### src/core/asc_consts.svh
// constants for the adc setup, clock-mode and reference-mode control
// assumes it is included by bare name from core/ design files
`ifndef ASC_CONSTS_SVH
`define ASC_CONSTS_SVH

// command byte decode
`define ASC_SEL_SETUP    2'h1   // bits 7:6 of a setup command byte
`define ASC_CONV_SEL     7      // bit 7 set selects the conversion register
`define ASC_TEMP_BIT     0      // temperature request bit, conversion byte
`define ASC_CLK_HI       5      // clock-mode field, upper bit
`define ASC_CLK_LO       4      // clock-mode field, lower bit
`define ASC_REF_HI       3      // reference-mode field, upper bit
`define ASC_REF_LO       2      // reference-mode field, lower bit
`define ASC_PAIR_HI      1      // pair-register select, upper bit
`define ASC_PAIR_LO      0      // pair-register select, lower bit

// field encodings
`define ASC_MODE_EXT     2'h3   // clock mode 11, serial clock converts
`define ASC_PAIR_UNI     2'h2   // next byte goes to unipolar register
`define ASC_PAIR_BIP     2'h3   // next byte goes to bipolar register

// reset values
`define ASC_CLK_MODE_RST 2'h2   // upper clock-mode bit set at power-up
`define ASC_REF_MODE_RST 2'h2   // default reference mode 10
`define ASC_PAIR_RST     2'h0   // no data byte expected
`define ASC_PAIR_REG_RST 8'h00  // all pairs unipolar single-ended

// reference and temperature delays, in conversion-clock cycles
`define ASC_REF_ON_CYC   8'hDA  // 218 cycles after reference wake-up
`define ASC_REF_WAKE_CYC 8'hF4  // 244 cycles reference settle, temperature
`define ASC_TEMP_OUT_CYC 8'hBC  // 188 further cycles in clock mode 11

`endif

### src/core/asc_pkg.sv
// types shared by the adc setup and reference control
// assumes nothing of its surroundings
package asc_pkg;

   // scan sequencing states
   typedef enum logic [2:0] {
      S_IDLE,
      S_TEMP_WAIT,
      S_TEMP_OUT,
      S_REF_WAIT,
      S_CONVERT
   } asc_state_t;

endpackage

### src/core/asc_setup_ctrl.sv
// setup-byte decode, clock-mode and reference-mode control of the adc
// assumes serial pins and the start pin are asynchronous to clock, and
// scan_done comes from converter logic on clock
`timescale 1ns/1ps
`include "asc_consts.svh"

// Functional notes
// - bits 7:6 = 01 mark a setup write
// - decode clock, reference, pair-select fields
// - upper clock-mode bit resets to one
// - mode 01: internal clock, start-pin timed acquisition
// - mode 11: serial clock converts, pin analog
// - modes 00-10 count internal clock ticks
// - ref 00: internal for adc and dac
// - ref x0: off after scan, 218 wake
// - temperature: power reference, wait 244 cycles
// - ref 01/11: external, second pin reference
// - ref 10 default: internal adc, external dac
// - mode 11: 218 wake in serial clocks
// - mode 11: temperature waits 244 serial clocks
// - mode 11: result after 188 more clocks
// - low setup bits pick pair register
// - select 10/11 routes next byte there
// - modes 1x start on conversion write
module asc_setup_ctrl #(
   parameter int INT_DIV = 4                  // clock cycles per conv tick
) (
   input  wire logic       clock,             // system clock, 125 MHz
   input  wire logic       rst_n,             // async reset, active low
   input  wire logic       sclk_pin,          // serial clock pin
   input  wire logic       cs_n_pin,          // chip select pin, low active
   input  wire logic       mosi_pin,          // serial data in pin
   input  wire logic       conv_start_pin,    // conversion-start pin
   input  wire logic       scan_done,         // converter finished a scan
   output logic [1:0]      clk_mode_q,        // clock-mode field
   output logic [1:0]      ref_mode_q,        // reference-mode field
   output logic [1:0]      pair_sel_q,        // pair-register select field
   output logic [7:0]      unipolar_q,        // unipolar-mode pair register
   output logic [7:0]      bipolar_q,         // bipolar-mode pair register
   output logic            conv_clk_ext_q,    // conversion clock from sclk
   output logic            acq_by_pin_q,      // acquisition timed by pin
   output logic            acq_by_sclk_q,     // sampling timed by sclk
   output logic            start_pin_analog_q,// shared start pin is analog
   output logic            second_ref_pin_analog_q,     // second ref pin is analog
   output logic            adc_int_ref_q,     // adc uses internal reference
   output logic            dac_int_ref_q,     // dac uses internal reference
   output logic            int_ref_pwr_q,     // internal reference powered
   output logic            conv_go_q,         // pulse: begin analog scan
   output logic            temp_go_q,         // pulse: temperature result
   output logic            busy_q             // scan sequence in progress
);

   logic [3:0] s1_q;                          // first sync stage
   logic [3:0] s2_q;                          // second sync stage
   logic       sclk_s3_q;                     // sclk history for edges
   logic       cvst_s3_q;                     // start pin history
   logic [2:0] bit_q;                         // bit count within byte
   logic [6:0] sh_q;                          // received bits so far
   logic       exp_q;                         // next byte is pair data
   logic [7:0] div_q;                         // internal clock divider
   logic       int_tick_q;                    // internal conversion tick
   logic       temp_req_q;                    // pending temperature ask
   logic [7:0] hlp_q;                         // ticks seen in this state
   asc_pkg::asc_state_t st_q;                 // sequencer state
   asc_pkg::asc_state_t st_d;                 // sequencer next state
   logic       ld;                            // timer load strobe
   logic [7:0] ld_val;                        // timer load value
   logic       expired;                       // timer finished

   localparam logic [7:0] DIV_LAST = 8'(INT_DIV - 1); // divider wrap

   // synchronised pins
   wire logic sclk_s = s2_q[0];
   wire logic cs_n_s = s2_q[1];
   wire logic mosi_s = s2_q[2];
   wire logic cvst_s = s2_q[3];
   wire logic sclk_rise = sclk_s & ~sclk_s3_q;
   wire logic cvst_fall = ~cvst_s & cvst_s3_q;
   wire logic [7:0] rx_byte = {sh_q, mosi_s};
   wire logic byte_done = sclk_rise & ~cs_n_s & (bit_q == 3'h7);
   wire logic is_setup = ~exp_q
      & (rx_byte[7:6] == `ASC_SEL_SETUP);
   wire logic is_conv = ~exp_q & rx_byte[`ASC_CONV_SEL];
   wire logic ext_mode = (clk_mode_q == `ASC_MODE_EXT);
   // conversion tick: serial clock edges in mode 11, else internal
   wire logic tick = ext_mode ? sclk_rise : int_tick_q;
   wire logic reg_start = byte_done & is_conv & clk_mode_q[1];
   wire logic pin_start = cvst_fall & ~clk_mode_q[1];
   wire logic scan_req = reg_start | pin_start;
   wire logic temp_now = (byte_done & is_conv) ?
      rx_byte[`ASC_TEMP_BIT] : temp_req_q;

   // two-flop synchronisers, then edge history from stage two
   always_ff @(posedge clock or negedge rst_n) begin
      if (!rst_n) begin
         s1_q      <= 4'hB;                   // idle: cs, sclk, pin high
         s2_q      <= 4'hB;
         sclk_s3_q <= 1'b1;
         cvst_s3_q <= 1'b1;
      end else begin
         s1_q      <= {conv_start_pin, mosi_pin, cs_n_pin, sclk_pin};
         s2_q      <= s1_q;
         sclk_s3_q <= sclk_s;
         cvst_s3_q <= cvst_s;
      end
   end

   // serial byte assembly, msb first on rising sclk
   always_ff @(posedge clock or negedge rst_n) begin
      if (!rst_n) begin
         bit_q <= 3'h0;
         sh_q  <= 7'h00;
         exp_q <= 1'b0;
      end else if (cs_n_s) begin
         bit_q <= 3'h0;                       // frame ends, realign
         exp_q <= 1'b0;
      end else if (sclk_rise) begin
         bit_q <= 3'(bit_q + 3'h1);
         sh_q  <= rx_byte[6:0];
         if (byte_done) begin
            // data byte follows only for select 10 or 11
            exp_q <= is_setup & rx_byte[`ASC_PAIR_HI];
         end
      end
   end

   // setup register fields
   always_ff @(posedge clock or negedge rst_n) begin
      if (!rst_n) begin
         clk_mode_q <= `ASC_CLK_MODE_RST;
         ref_mode_q <= `ASC_REF_MODE_RST;
         pair_sel_q <= `ASC_PAIR_RST;
      end else if (byte_done && is_setup) begin
         clk_mode_q <= rx_byte[`ASC_CLK_HI:`ASC_CLK_LO];
         ref_mode_q <= rx_byte[`ASC_REF_HI:`ASC_REF_LO];
         pair_sel_q <= rx_byte[`ASC_PAIR_HI:`ASC_PAIR_LO];
      end
   end

   // pair registers loaded by the byte after the setup byte
   always_ff @(posedge clock or negedge rst_n) begin
      if (!rst_n) begin
         unipolar_q <= `ASC_PAIR_REG_RST;
         bipolar_q  <= `ASC_PAIR_REG_RST;
      end else if (byte_done && exp_q) begin
         if (pair_sel_q == `ASC_PAIR_UNI) begin
            unipolar_q <= rx_byte;
         end else begin
            bipolar_q  <= rx_byte;
         end
      end
   end

   // pin and source configuration from the mode fields
   always_ff @(posedge clock or negedge rst_n) begin
      if (!rst_n) begin
         conv_clk_ext_q     <= 1'b0;
         acq_by_pin_q       <= 1'b0;
         acq_by_sclk_q      <= 1'b0;
         start_pin_analog_q <= 1'b1;
         second_ref_pin_analog_q      <= 1'b1;
         adc_int_ref_q      <= 1'b1;
         dac_int_ref_q      <= 1'b0;
      end else begin
         conv_clk_ext_q     <= ext_mode;
         acq_by_sclk_q      <= ext_mode;
         acq_by_pin_q       <= (clk_mode_q == 2'h1);
         start_pin_analog_q <= clk_mode_q[1];
         second_ref_pin_analog_q      <= ~ref_mode_q[0];
         adc_int_ref_q      <= ~ref_mode_q[0];
         dac_int_ref_q      <= (ref_mode_q == 2'h0);
      end
   end

   // internal conversion clock divider
   always_ff @(posedge clock or negedge rst_n) begin
      if (!rst_n) begin
         div_q      <= 8'h00;
         int_tick_q <= 1'b0;
      end else begin
         div_q      <= (div_q == DIV_LAST) ? 8'h00 : 8'(div_q + 8'h01);
         int_tick_q <= (div_q == DIV_LAST);
      end
   end

   // pending temperature request, set wins over the clear
   always_ff @(posedge clock or negedge rst_n) begin
      if (!rst_n) begin
         temp_req_q <= 1'b0;
      end else if (byte_done && is_conv) begin
         temp_req_q <= rx_byte[`ASC_TEMP_BIT];
      end else if (st_q == asc_pkg::S_IDLE && scan_req) begin
         temp_req_q <= 1'b0;
      end
   end

   // sequencer next state and timer loads
   always_comb begin
      st_d   = st_q;
      ld     = 1'b0;
      ld_val = 8'h00;
      case (st_q)
         asc_pkg::S_IDLE: begin
            if (scan_req && temp_now) begin
               st_d   = asc_pkg::S_TEMP_WAIT;
               ld     = 1'b1;
               ld_val = `ASC_REF_WAKE_CYC;
            end else if (scan_req && !ref_mode_q[0] && !int_ref_pwr_q) begin
               st_d   = asc_pkg::S_REF_WAIT;
               ld     = 1'b1;
               ld_val = `ASC_REF_ON_CYC;
            end else if (scan_req) begin
               st_d   = asc_pkg::S_CONVERT;
            end
         end
         asc_pkg::S_TEMP_WAIT: begin
            if (expired && ext_mode) begin
               st_d   = asc_pkg::S_TEMP_OUT;
               ld     = 1'b1;
               ld_val = `ASC_TEMP_OUT_CYC;
            end else if (expired) begin
               st_d   = asc_pkg::S_CONVERT;
            end
         end
         asc_pkg::S_TEMP_OUT: begin
            if (expired) begin
               st_d = asc_pkg::S_CONVERT;
            end
         end
         asc_pkg::S_REF_WAIT: begin
            if (expired) begin
               st_d = asc_pkg::S_CONVERT;
            end
         end
         asc_pkg::S_CONVERT: begin
            if (scan_done) begin
               st_d = asc_pkg::S_IDLE;
            end
         end
         default: begin
            st_d = asc_pkg::S_IDLE;
         end
      endcase
   end

   // sequencer state
   always_ff @(posedge clock or negedge rst_n) begin
      if (!rst_n) begin
         st_q <= asc_pkg::S_IDLE;
      end else begin
         st_q <= st_d;
      end
   end

   // sequencer outputs and reference power
   always_ff @(posedge clock or negedge rst_n) begin
      if (!rst_n) begin
         int_ref_pwr_q <= 1'b0;
         conv_go_q     <= 1'b0;
         temp_go_q     <= 1'b0;
         busy_q        <= 1'b0;
      end else begin
         if (ld && st_q == asc_pkg::S_IDLE) begin
            int_ref_pwr_q <= 1'b1;
         end else if (st_q == asc_pkg::S_CONVERT && scan_done) begin
            int_ref_pwr_q <= 1'b0;
         end
         conv_go_q <= (st_d == asc_pkg::S_CONVERT)
            && (st_q != asc_pkg::S_CONVERT);
         temp_go_q <= expired && ((st_q == asc_pkg::S_TEMP_OUT)
            || (st_q == asc_pkg::S_TEMP_WAIT && !ext_mode));
         busy_q    <= (st_d != asc_pkg::S_IDLE);
      end
   end

   // wake-up delay timer
   asc_tick_timer #(
      .W        (8)
   ) u_timer (
      .clock    (clock),
      .rst_n    (rst_n),
      .load     (ld),
      .load_val (ld_val),
      .tick     (tick),
      .expired  (expired)
   );

   // ticks counted in the current state, checking only
   always_ff @(posedge clock or negedge rst_n) begin
      if (!rst_n) begin
         hlp_q <= 8'h00;
      end else if (st_d != st_q) begin
         hlp_q <= 8'h00;
      end else begin
         hlp_q <= 8'(hlp_q + {7'h00, tick});
      end
   end
endmodule // asc_setup_ctrl

### src/core/asc_tick_timer.sv
// down counter of conversion-clock ticks with a one-cycle expiry pulse
// assumes tick is a one-cycle pulse on the clock domain, never back to back
`timescale 1ns/1ps
module asc_tick_timer #(
   parameter int W = 8                     // counter width
) (
   input  wire logic         clock,        // system clock
   input  wire logic         rst_n,        // async reset, active low
   input  wire logic         load,         // start a new count
   input  wire logic [W-1:0] load_val,     // ticks to wait
   input  wire logic         tick,         // one conversion-clock tick
   output logic              expired       // pulse after last tick
);

   logic [W-1:0] cnt_q;                    // ticks still to wait

   // count down, load wins over a tick
   always_ff @(posedge clock or negedge rst_n) begin
      if (!rst_n) begin
         cnt_q <= '0;
      end else if (load) begin
         cnt_q <= load_val;
      end else if (tick && cnt_q != '0) begin
         cnt_q <= cnt_q - W'(1);
      end
   end

   // pulse once when the final tick lands
   always_ff @(posedge clock or negedge rst_n) begin
      if (!rst_n) begin
         expired <= 1'b0;
      end else begin
         expired <= !load && tick && (cnt_q == W'(1));
      end
   end

endmodule // asc_tick_timer

### config.mk
export PLATFORM = sky130hd
export DESIGN_NAME = asc_setup_ctrl
export DESIGN_NICKNAME = d
export VERILOG_FILES = /design/src/core/asc_pkg.sv /design/src/core/asc_setup_ctrl.sv /design/src/core/asc_tick_timer.sv
export VERILOG_INCLUDE_DIRS = /design/src /design/src/core
export SDC_FILE = /design/constraint.sdc
export NUM_CORES = 1
export LEC_CHECK = 0
export BUFFER_PORTS_ARGS = -buffer_cell sky130_fd_sc_hd__buf_2
export CORE_MARGIN = 8
export CORE_UTILIZATION = 52
export CTS_BUF_LIST = sky130_fd_sc_hd__clkbuf_16
export CTS_CLUSTER_DIAMETER = 200
export CTS_CLUSTER_SIZE = 10
export DETAILED_ROUTE_END_ITERATION = 10
export PLACE_DENSITY = 0.79
export SLEW_MARGIN = 20
export SYNTH_ARGS = -nofsm -noshare
export SYNTH_HDL_FRONTEND = slang
export SYNTH_HIERARCHICAL = 1
export SYNTH_SLANG_ARGS = --single-unit
### constraint.sdc
create_clock -name clock -period 2.45 [get_ports clock]
set_input_delay 0.735 -clock clock [delete_from_list [all_inputs] [get_ports clock]]
set_output_delay 0.735 -clock clock [all_outputs]
set_load 0.02 [all_outputs]
==> flow_metrics.py, run 1 <==
metrics = {
    "global_route": {
        "grt_max_degree": 31,
        "track_usage": 0.150,
        "grt_pass1_vias": 2334,
        "antenna_found_initial": 0,
        "grt.overflow.total": 0,
        "grt_pass1_wl_um": 10700,
    },
    "timing": {
        "period_share": 0.974,
        "max_freq_ghz": 0.419,
        "setup_violations": 0,
        "rsz0062_at_grt": "true",
        "tightest_slew_ns": 0.602,
        "fin_skew_ns": 0.00849,
        "finalMaxSlewViolations": 0,
        "fin_hold_ws_ns": 0.349,
        "finalHoldViolCount": 0,
        "relSlewSlack": 0.595,
        "fin_crit_ns": 2.39,
        "fin_tns_setup_ns": 0,
    },
    "power_and_ir_drop": {
        "p_comb_frac": 0.165,
        "clkPwrFrac": 0.400,
        "p_int_uw": 2670,
        "p_leak_uw": 0.00196,
        "total_power_uw": 3720,
        "power_frac_seq": 0.436,
        "switching_share": 0.282,
        "powerDensity_nw_per_um2": 934,
        "p_switching_uw": 1050,
        "ir_drop_mv": 0.568,
    },
    "synthesis": {
        "yosysTopAreaCell": "dfrtp_1",
        "synth-async-reset-ratio": 1.00,
        "synth_ff_type": "dfrtp_1",
        "syn_nets": 276,
        "synthTopCellsByArea": "dfrtp_1 48%, dfstp_2 9.8%, mux2_2 8.8%",
        "synth_top_area_frac": 0.484,
        "muxShareOfSynthArea": 0.0878,
        "syn_area_um2": 3210,
        "yosys_register_bits": 74,
        "synth_edf_count": 0,
        "synth_warnings": 6,
        "synth_xor_area_frac": 0.0191,
        "synth.avg_cell_area_um2": 12.2,
        "yosysSeqAreaShare": 0.582,
        "synthCells": 263,
        "synth_cell_types": 54,
        "synth_top_family_by_area": "simple AND/OR/NAND/NOR gates",
        "synth-simple-area-share": 0.162,
        "synth_fa_ha_area_frac": 0.0234,
        "synth_compound_area_frac": 0.101,
    },
    "cells_and_area": {
        "nFillCells": 416,
        "syn2layout_area_growth_pct": 24.1,
        "most-common-layout-cells": "62 x dfrtp_1, 39 x buf_2, 25 x mux2_2",
        "seq_area_um2": 1870,
        "multi_input_area_um2": 1280,
        "layout_commonest_cell": "dfrtp_1",
        "design_area_um2": 3980,
        "n_antenna_cell": 0,
        "drive_gt1_frac": 0.382,
        "finalNetCount": 338,
    },
    "worst_setup_path": {
        "cp_max_fo": 8,
        "crit_path_max_incr_delay_ns": 0.48,
        "critical_path.most_common_cell": "ha_1",
        "crit_buf_inv": 0,
        "crit_type": "reg2reg",
        "startpoint_type": "register",
        "cpMaxStageDelayCell": "or3b_2",
        "path_cells": "ha_1 > ha_1 > and4bb_1 > a31oi_2 > nor4_2 > o21ai_2 > nand2_2 > or3b_2 > a31oi_1 > a221o_1",
        "end_kind": "register",
        "crit_required_ns": 2.71,
        "arrival_ns": 2.65,
        "crit_family": "simple AND/OR/NAND/NOR gates",
    },
    "clock_tree": {
        "cts_made_buffers": 9,
        "cts_tree": "built",
        "clk_pin_slew_ns": 0.06,
        "clk-insertion-delay-late_ns": 0.32,
        "htree_levels": 3,
        "holdBufCountCts": 0,
        "cts_num_sinks": 74,
        "clk_root_buffer_cell": "clkbuf_16",
        "clock_path_buffers": 2,
    },
    "place": {
        "portBuffers": 39,
        "dp_hpwl_um": 4420,
        "placed_area_um2": 3590,
        "gp_congestion": 0.895,
    },
    "routing": {
        "post_drt_wl_per_cell_um": 15.3,
        "ant_nets": 0,
        "viasPerCell": 5.48,
        "drt_iter0_markers": 192,
        "drc": 0,
        "num_vias": 2220,
        "totalWireLength_um": 6200,
        "first_pass_iters": 4,
    },
    "die": {
        "boundaryPins": 40,
        "core_area_um2": 5960,
        "die_w_um": 94.5,
        "rows": 28,
        "die_area_um2": 8930,
        "die_h_um": 94.5,
        "start_util": 0.538,
    },
    "status": {
        "outcome": "complete, no violations",
    },
    "job": {
        "cap_viol_max_count": 0,
    },
    "hold_path": {
        "min_path_type": "reg2reg",
    },
}
synthesized netlist by cell type (all sizes together), types with 2 or more instances:
cell type and number:
dfrtp 62, mux2 25, nand2 25, nor2 16
dfstp 12, inv 11, o21ai 11, nand3 10
nor2b 7, xnor2 7, a31oi 6, ha 6
buf 4, nand2b 4, nor4 4, a21o 3
and2 3, nand4 3, nor3 3, nor3b 3
a211o 2, a21oi 2, and3 2, clkbuf 2
o31ai 2, o41ai 2, or3b 2, or4 2
or4b 2
metrics by stage:
step,utilization,instances,setup WS [ns]
floorplan,-,263,0.0659
global placement,0.603,385,0.126
detailed placement,0.603,385,-0.0177
CTS,0.666,404,0.00696
global route,0.668,405,-0.0673
finish,0.668,405,0.0636
per-layer routing:
| layer | routed length [um] | vias to the layer above | track usage | share of wire |
|---|---|---|---|---|
| li1 | - | 1057 | - | - |
| met1 | 2780 | 1097 | 0.186 | 0.45 |
| met2 | 2990 | 55 | 0.240 | 0.48 |
| met3 | 334 | 11 | 0.0325 | 0.054 |
| met4 | 90 | 0 | 0.0806 | 0.015 |
| met5 | 0 | - | 0 | 0 |
state kept, by name, summed over array words and instances (netlist names), 2 cells and up:
signal and count:
s2_q 4, st_q 3, sh_q 7, pair_sel_q 2, u_timer/cnt_q 8, s1_q 4
clk_mode_q 2, ref_mode_q 2, bipolar_q 8, div_q 8, bit_q 3, unipolar_q 8
power by group through the flow:
| stage | clock (uW) | sequential, uW | combinational (uW) |
|---|---|---|---|
| final | 1490 | 1620 | 613 |
| after global routing | 1560 | 1650 | 688 |
| after CTS | 1510 | 1610 | 609 |
| after detailed placement | 0 | 1630 | 595 |
| after global placement | 0 | 1620 | 575 |
| after floorplan | 0 | 1590 | 419 |
cell families after synthesis:
family | Yosys count
AND/OR/NAND/NOR | 93
flip-flops | 74
AO/OA/AOI/OAI | 40
multiplexers | 25
buffers and inverters | 17
XOR/XNOR | 7
adder cells (fa/ha/maj) | 6
other | 1
worst reg2reg max path: stages (launching register included):
cell and delay (ns):
dfrtp_1 0.39, ha_1 0.23, ha_1 0.22, and4bb_1 0.25, a31oi_2 0.19, nor4_2 0.07
o21ai_2 0.08, nand2_2 0.12, or3b_2 0.48, a31oi_1 0.16, a221o_1 0.13
area by class of cell:
type | instances | area share
Clock inverter | 7 | 0.0292
Multi-Input combinational cell | 172 | 0.322
Timing Repair Buffer | 57 | 0.0893
Clock buffer | 9 | 0.0566
Inverter | 11 | 0.0104
Tap cell | 75 | 0.0236
Sequential cell | 74 | 0.469
what timing repair did:
item                                    CTS  global route
hold endpoints to repair                  0             0
gates resized for setup                   2             1
endpoints found under the setup margin    1             5
setup buffers                             3             1
cloned                                    0             0
pin swaps                                 0             1
worst paths after layout:
path,startpoint,end,slack [ns],cells past startpoint
min in group asynchronous,rst_n,s1_q[2]$_DFF_PN0_,0.41,1
setup / recovery,bit_q[0]$_DFFE_PN0P_,u_timer/cnt_q[1]$_DFFE_PN0P_,0.06,10
max in group asynchronous,rst_n,start_pin_analog_q$_DFF_PN1_,1.41,2
hold / removal,s1_q[2]$_DFF_PN0_,s2_q[2]$_DFF_PN0_,0.35,0
hold reg to reg,s1_q[2]$_DFF_PN0_,s2_q[2]$_DFF_PN0_,0.35,0
setup reg to reg,bit_q[0]$_DFFE_PN0P_,u_timer/cnt_q[1]$_DFFE_PN0P_,0.06,10
No activity file was read; power rests on OpenSTA's default activity.
==> run 2, diff against run 1 <==
==> constraint.sdc (replaced) <==
create_clock -name clock -period 2.45 [get_ports clock]
set_input_delay 0.735 -clock clock [delete_from_list [all_inputs] [get_ports clock]]
set_output_delay 0.735 -clock clock [all_outputs]
set_load 0.1 [all_outputs]
==> flow_metrics.py, run 2 (same netlist as run 1, synthesis figures left out) <==
metrics = {
    "cells_and_area": {
        "layout_commonest_cell": "dfrtp_1",
        "n_antenna_cell": 0,
        "syn2layout_area_growth_pct": 21.1,
        "most-common-layout-cells": "61 x dfrtp_1, 39 x buf_2, 25 x mux2_2",
        "drive_gt1_frac": 0.368,
        "finalNetCount": 334,
        "nFillCells": 441,
        "fin_cells": 401,
    },
    "global_route": {
        "antenna_found_initial": 0,
        "grt_pass1_wl_um": 11200,
        "grt_pass1_vias": 2334,
        "track_usage": 0.157,
        "grt.overflow.total": 0,
        "grt_max_degree": 31,
    },
    "timing": {
        "setup_violations": 0,
        "max_freq_ghz": 0.428,
        "fin_crit_ns": 2.34,
        "fin_skew_ns": 0.00703,
        "finalMaxSlewViolations": 0,
        "relSlewSlack": 0.537,
        "setup_ws_ns": 0.113,
        "tightest_slew_ns": 0.689,
        "period_share": 0.954,
        "finalHoldViolCount": 0,
        "rsz0062_at_grt": "false",
        "fin_tns_setup_ns": 0,
    },
    "hold_path": {
        "min_to": "s2_q[2]$_DFF_PN0_",
        "whs_path_depth": 0,
        "hold_start": "s1_q[2]$_DFF_PN0_",
        "min_path_type": "reg2reg",
    },
    "worst_setup_path": {
        "r2r_slack_ns": 0.11,
        "crit_required_ns": 2.71,
        "regToRegStartpoint": "bit_q[0]$_DFFE_PN0P_",
        "startpoint_type": "register",
        "end_kind": "register",
        "arrival_ns": 2.60,
        "cp_max_fo": 8,
        "r2r_cells": 10,
        "crit_type": "reg2reg",
        "r2r_end": "u_timer/cnt_q[1]$_DFFE_PN0P_",
    },
    "power_and_ir_drop": {
        "p_leak_uw": 0.00190,
        "total_power_uw": 3620,
        "ir_drop_mv": 0.579,
        "powerDensity_nw_per_um2": 932,
    },
    "die": {
        "die_area_um2": 8930,
        "start_util": 0.538,
        "die_h_um": 94.5,
        "rows": 28,
        "boundaryPins": 40,
        "core_area_um2": 5960,
        "die_w_um": 94.5,
    },
    "routing": {
        "first_pass_iters": 4,
        "drt_iter0_markers": 102,
        "viasPerCell": 5.57,
        "drc": 0,
        "post_drt_wl_per_cell_um": 15.9,
        "num_vias": 2233,
        "ant_nets": 0,
        "totalWireLength_um": 6390,
    },
    "clock_tree": {
        "clk_root_buffer_cell": "clkbuf_16",
        "cts_tree": "built",
        "cts_num_sinks": 74,
        "clk-insertion-delay-late_ns": 0.33,
        "clock_path_buffers": 2,
        "htree_levels": 3,
        "cts_made_buffers": 9,
        "clk_pin_slew_ns": 0.06,
    },
    "job": {
        "cap_viol_max_count": 0,
    },
    "place": {
        "place_worst_setup_slack_ns": 0.0310,
        "portBuffers": 39,
        "dp.cells": 385,
        "gp_congestion": 0.866,
        "dp_hpwl_um": 4650,
    },
    "status": {
        "outcome": "complete, no violations",
    },
}
## run 2: per-layer routing
layer	vias up	wire length (um)	track usage
met5	-	0	0
met4	0	88	0.0663
met2	65	3170	0.254
li1	1060	-	-
met1	1098	2720	0.196
met3	10	408	0.0389
## run 2: per-stage QoR
step / hold slack (ns) / util / instance area [um2]
after floorplan: 0.331 / - / 3210
after global placement: 0.332 / 0.602 / 3580
after detailed placement: 0.336 / 0.602 / 3580
after CTS: 0.349 / 0.651 / 3880
after global routing: 0.360 / 0.652 / 3880
final: 0.347 / 0.652 / 3880
## run 2: worst max-delay path by stage
| stage | depth (start not counted) | slack, ns | to | startpoint |
|---|---|---|---|---|
| 6_report | 10 | 0.11 | u_timer/cnt_q[1]$_DFFE_PN0P_ | bit_q[0]$_DFFE_PN0P_ |
| 5_1_grt | 10 | 0.01 | u_timer/cnt_q[1]$_DFFE_PN0P_ | bit_q[1]$_DFFE_PN0P_ |
| 4_1_cts | 10 | 0.02 | u_timer/cnt_q[1]$_DFFE_PN0P_ | bit_q[0]$_DFFE_PN0P_ |
| 3_5_place_dp | 10 | 0.03 | u_timer/cnt_q[1]$_DFFE_PN0P_ | bit_q[0]$_DFFE_PN0P_ |
| 3_3_place_gp | 10 | 0.14 | u_timer/cnt_q[1]$_DFFE_PN0P_ | bit_q[0]$_DFFE_PN0P_ |
| 2_1_floorplan | 6 | 0.06 | u_timer/cnt_q[1]$_DFFE_PN0P_ | ref_mode_q[0]$_DFFE_PN0P_ |
## run 2: final cells by class
| type | count | area, um2 | area share |
|---|---|---|---|
| clock inverters | 7 | 70.1 | 0.0180 |
| well taps | 75 | 93.8 | 0.0242 |
| flip-flops and latches | 74 | 1870 | 0.482 |
| multi-input cells | 172 | 1270 | 0.326 |
| repair buffers | 53 | 313 | 0.0806 |
| clock buffers | 9 | 225 | 0.0580 |
| inverters | 11 | 41.3 | 0.0106 |
## run 2: where the power goes
group	switching, uW	internal, uW
logic	456	272
registers	231	1390
clock network	487	785
total	1170	2450
## run 2: timing repair
item,in CTS,in global routing
setup buffers,0,0
resized for setup,0,1
endpoints found under the setup margin,0,5
hold buffers,0,0
## run 2: critical path, cell delays in order, from the launching register on
cell and delay, ns:
dfrtp_1 0.39, ha_1 0.21, ha_1 0.19, and4bb_1 0.23, a31oi_1 0.17, nor4_1 0.10
o21ai_2 0.09, nand2_2 0.12, or3b_2 0.48, a31oi_1 0.16, a221o_1 0.14
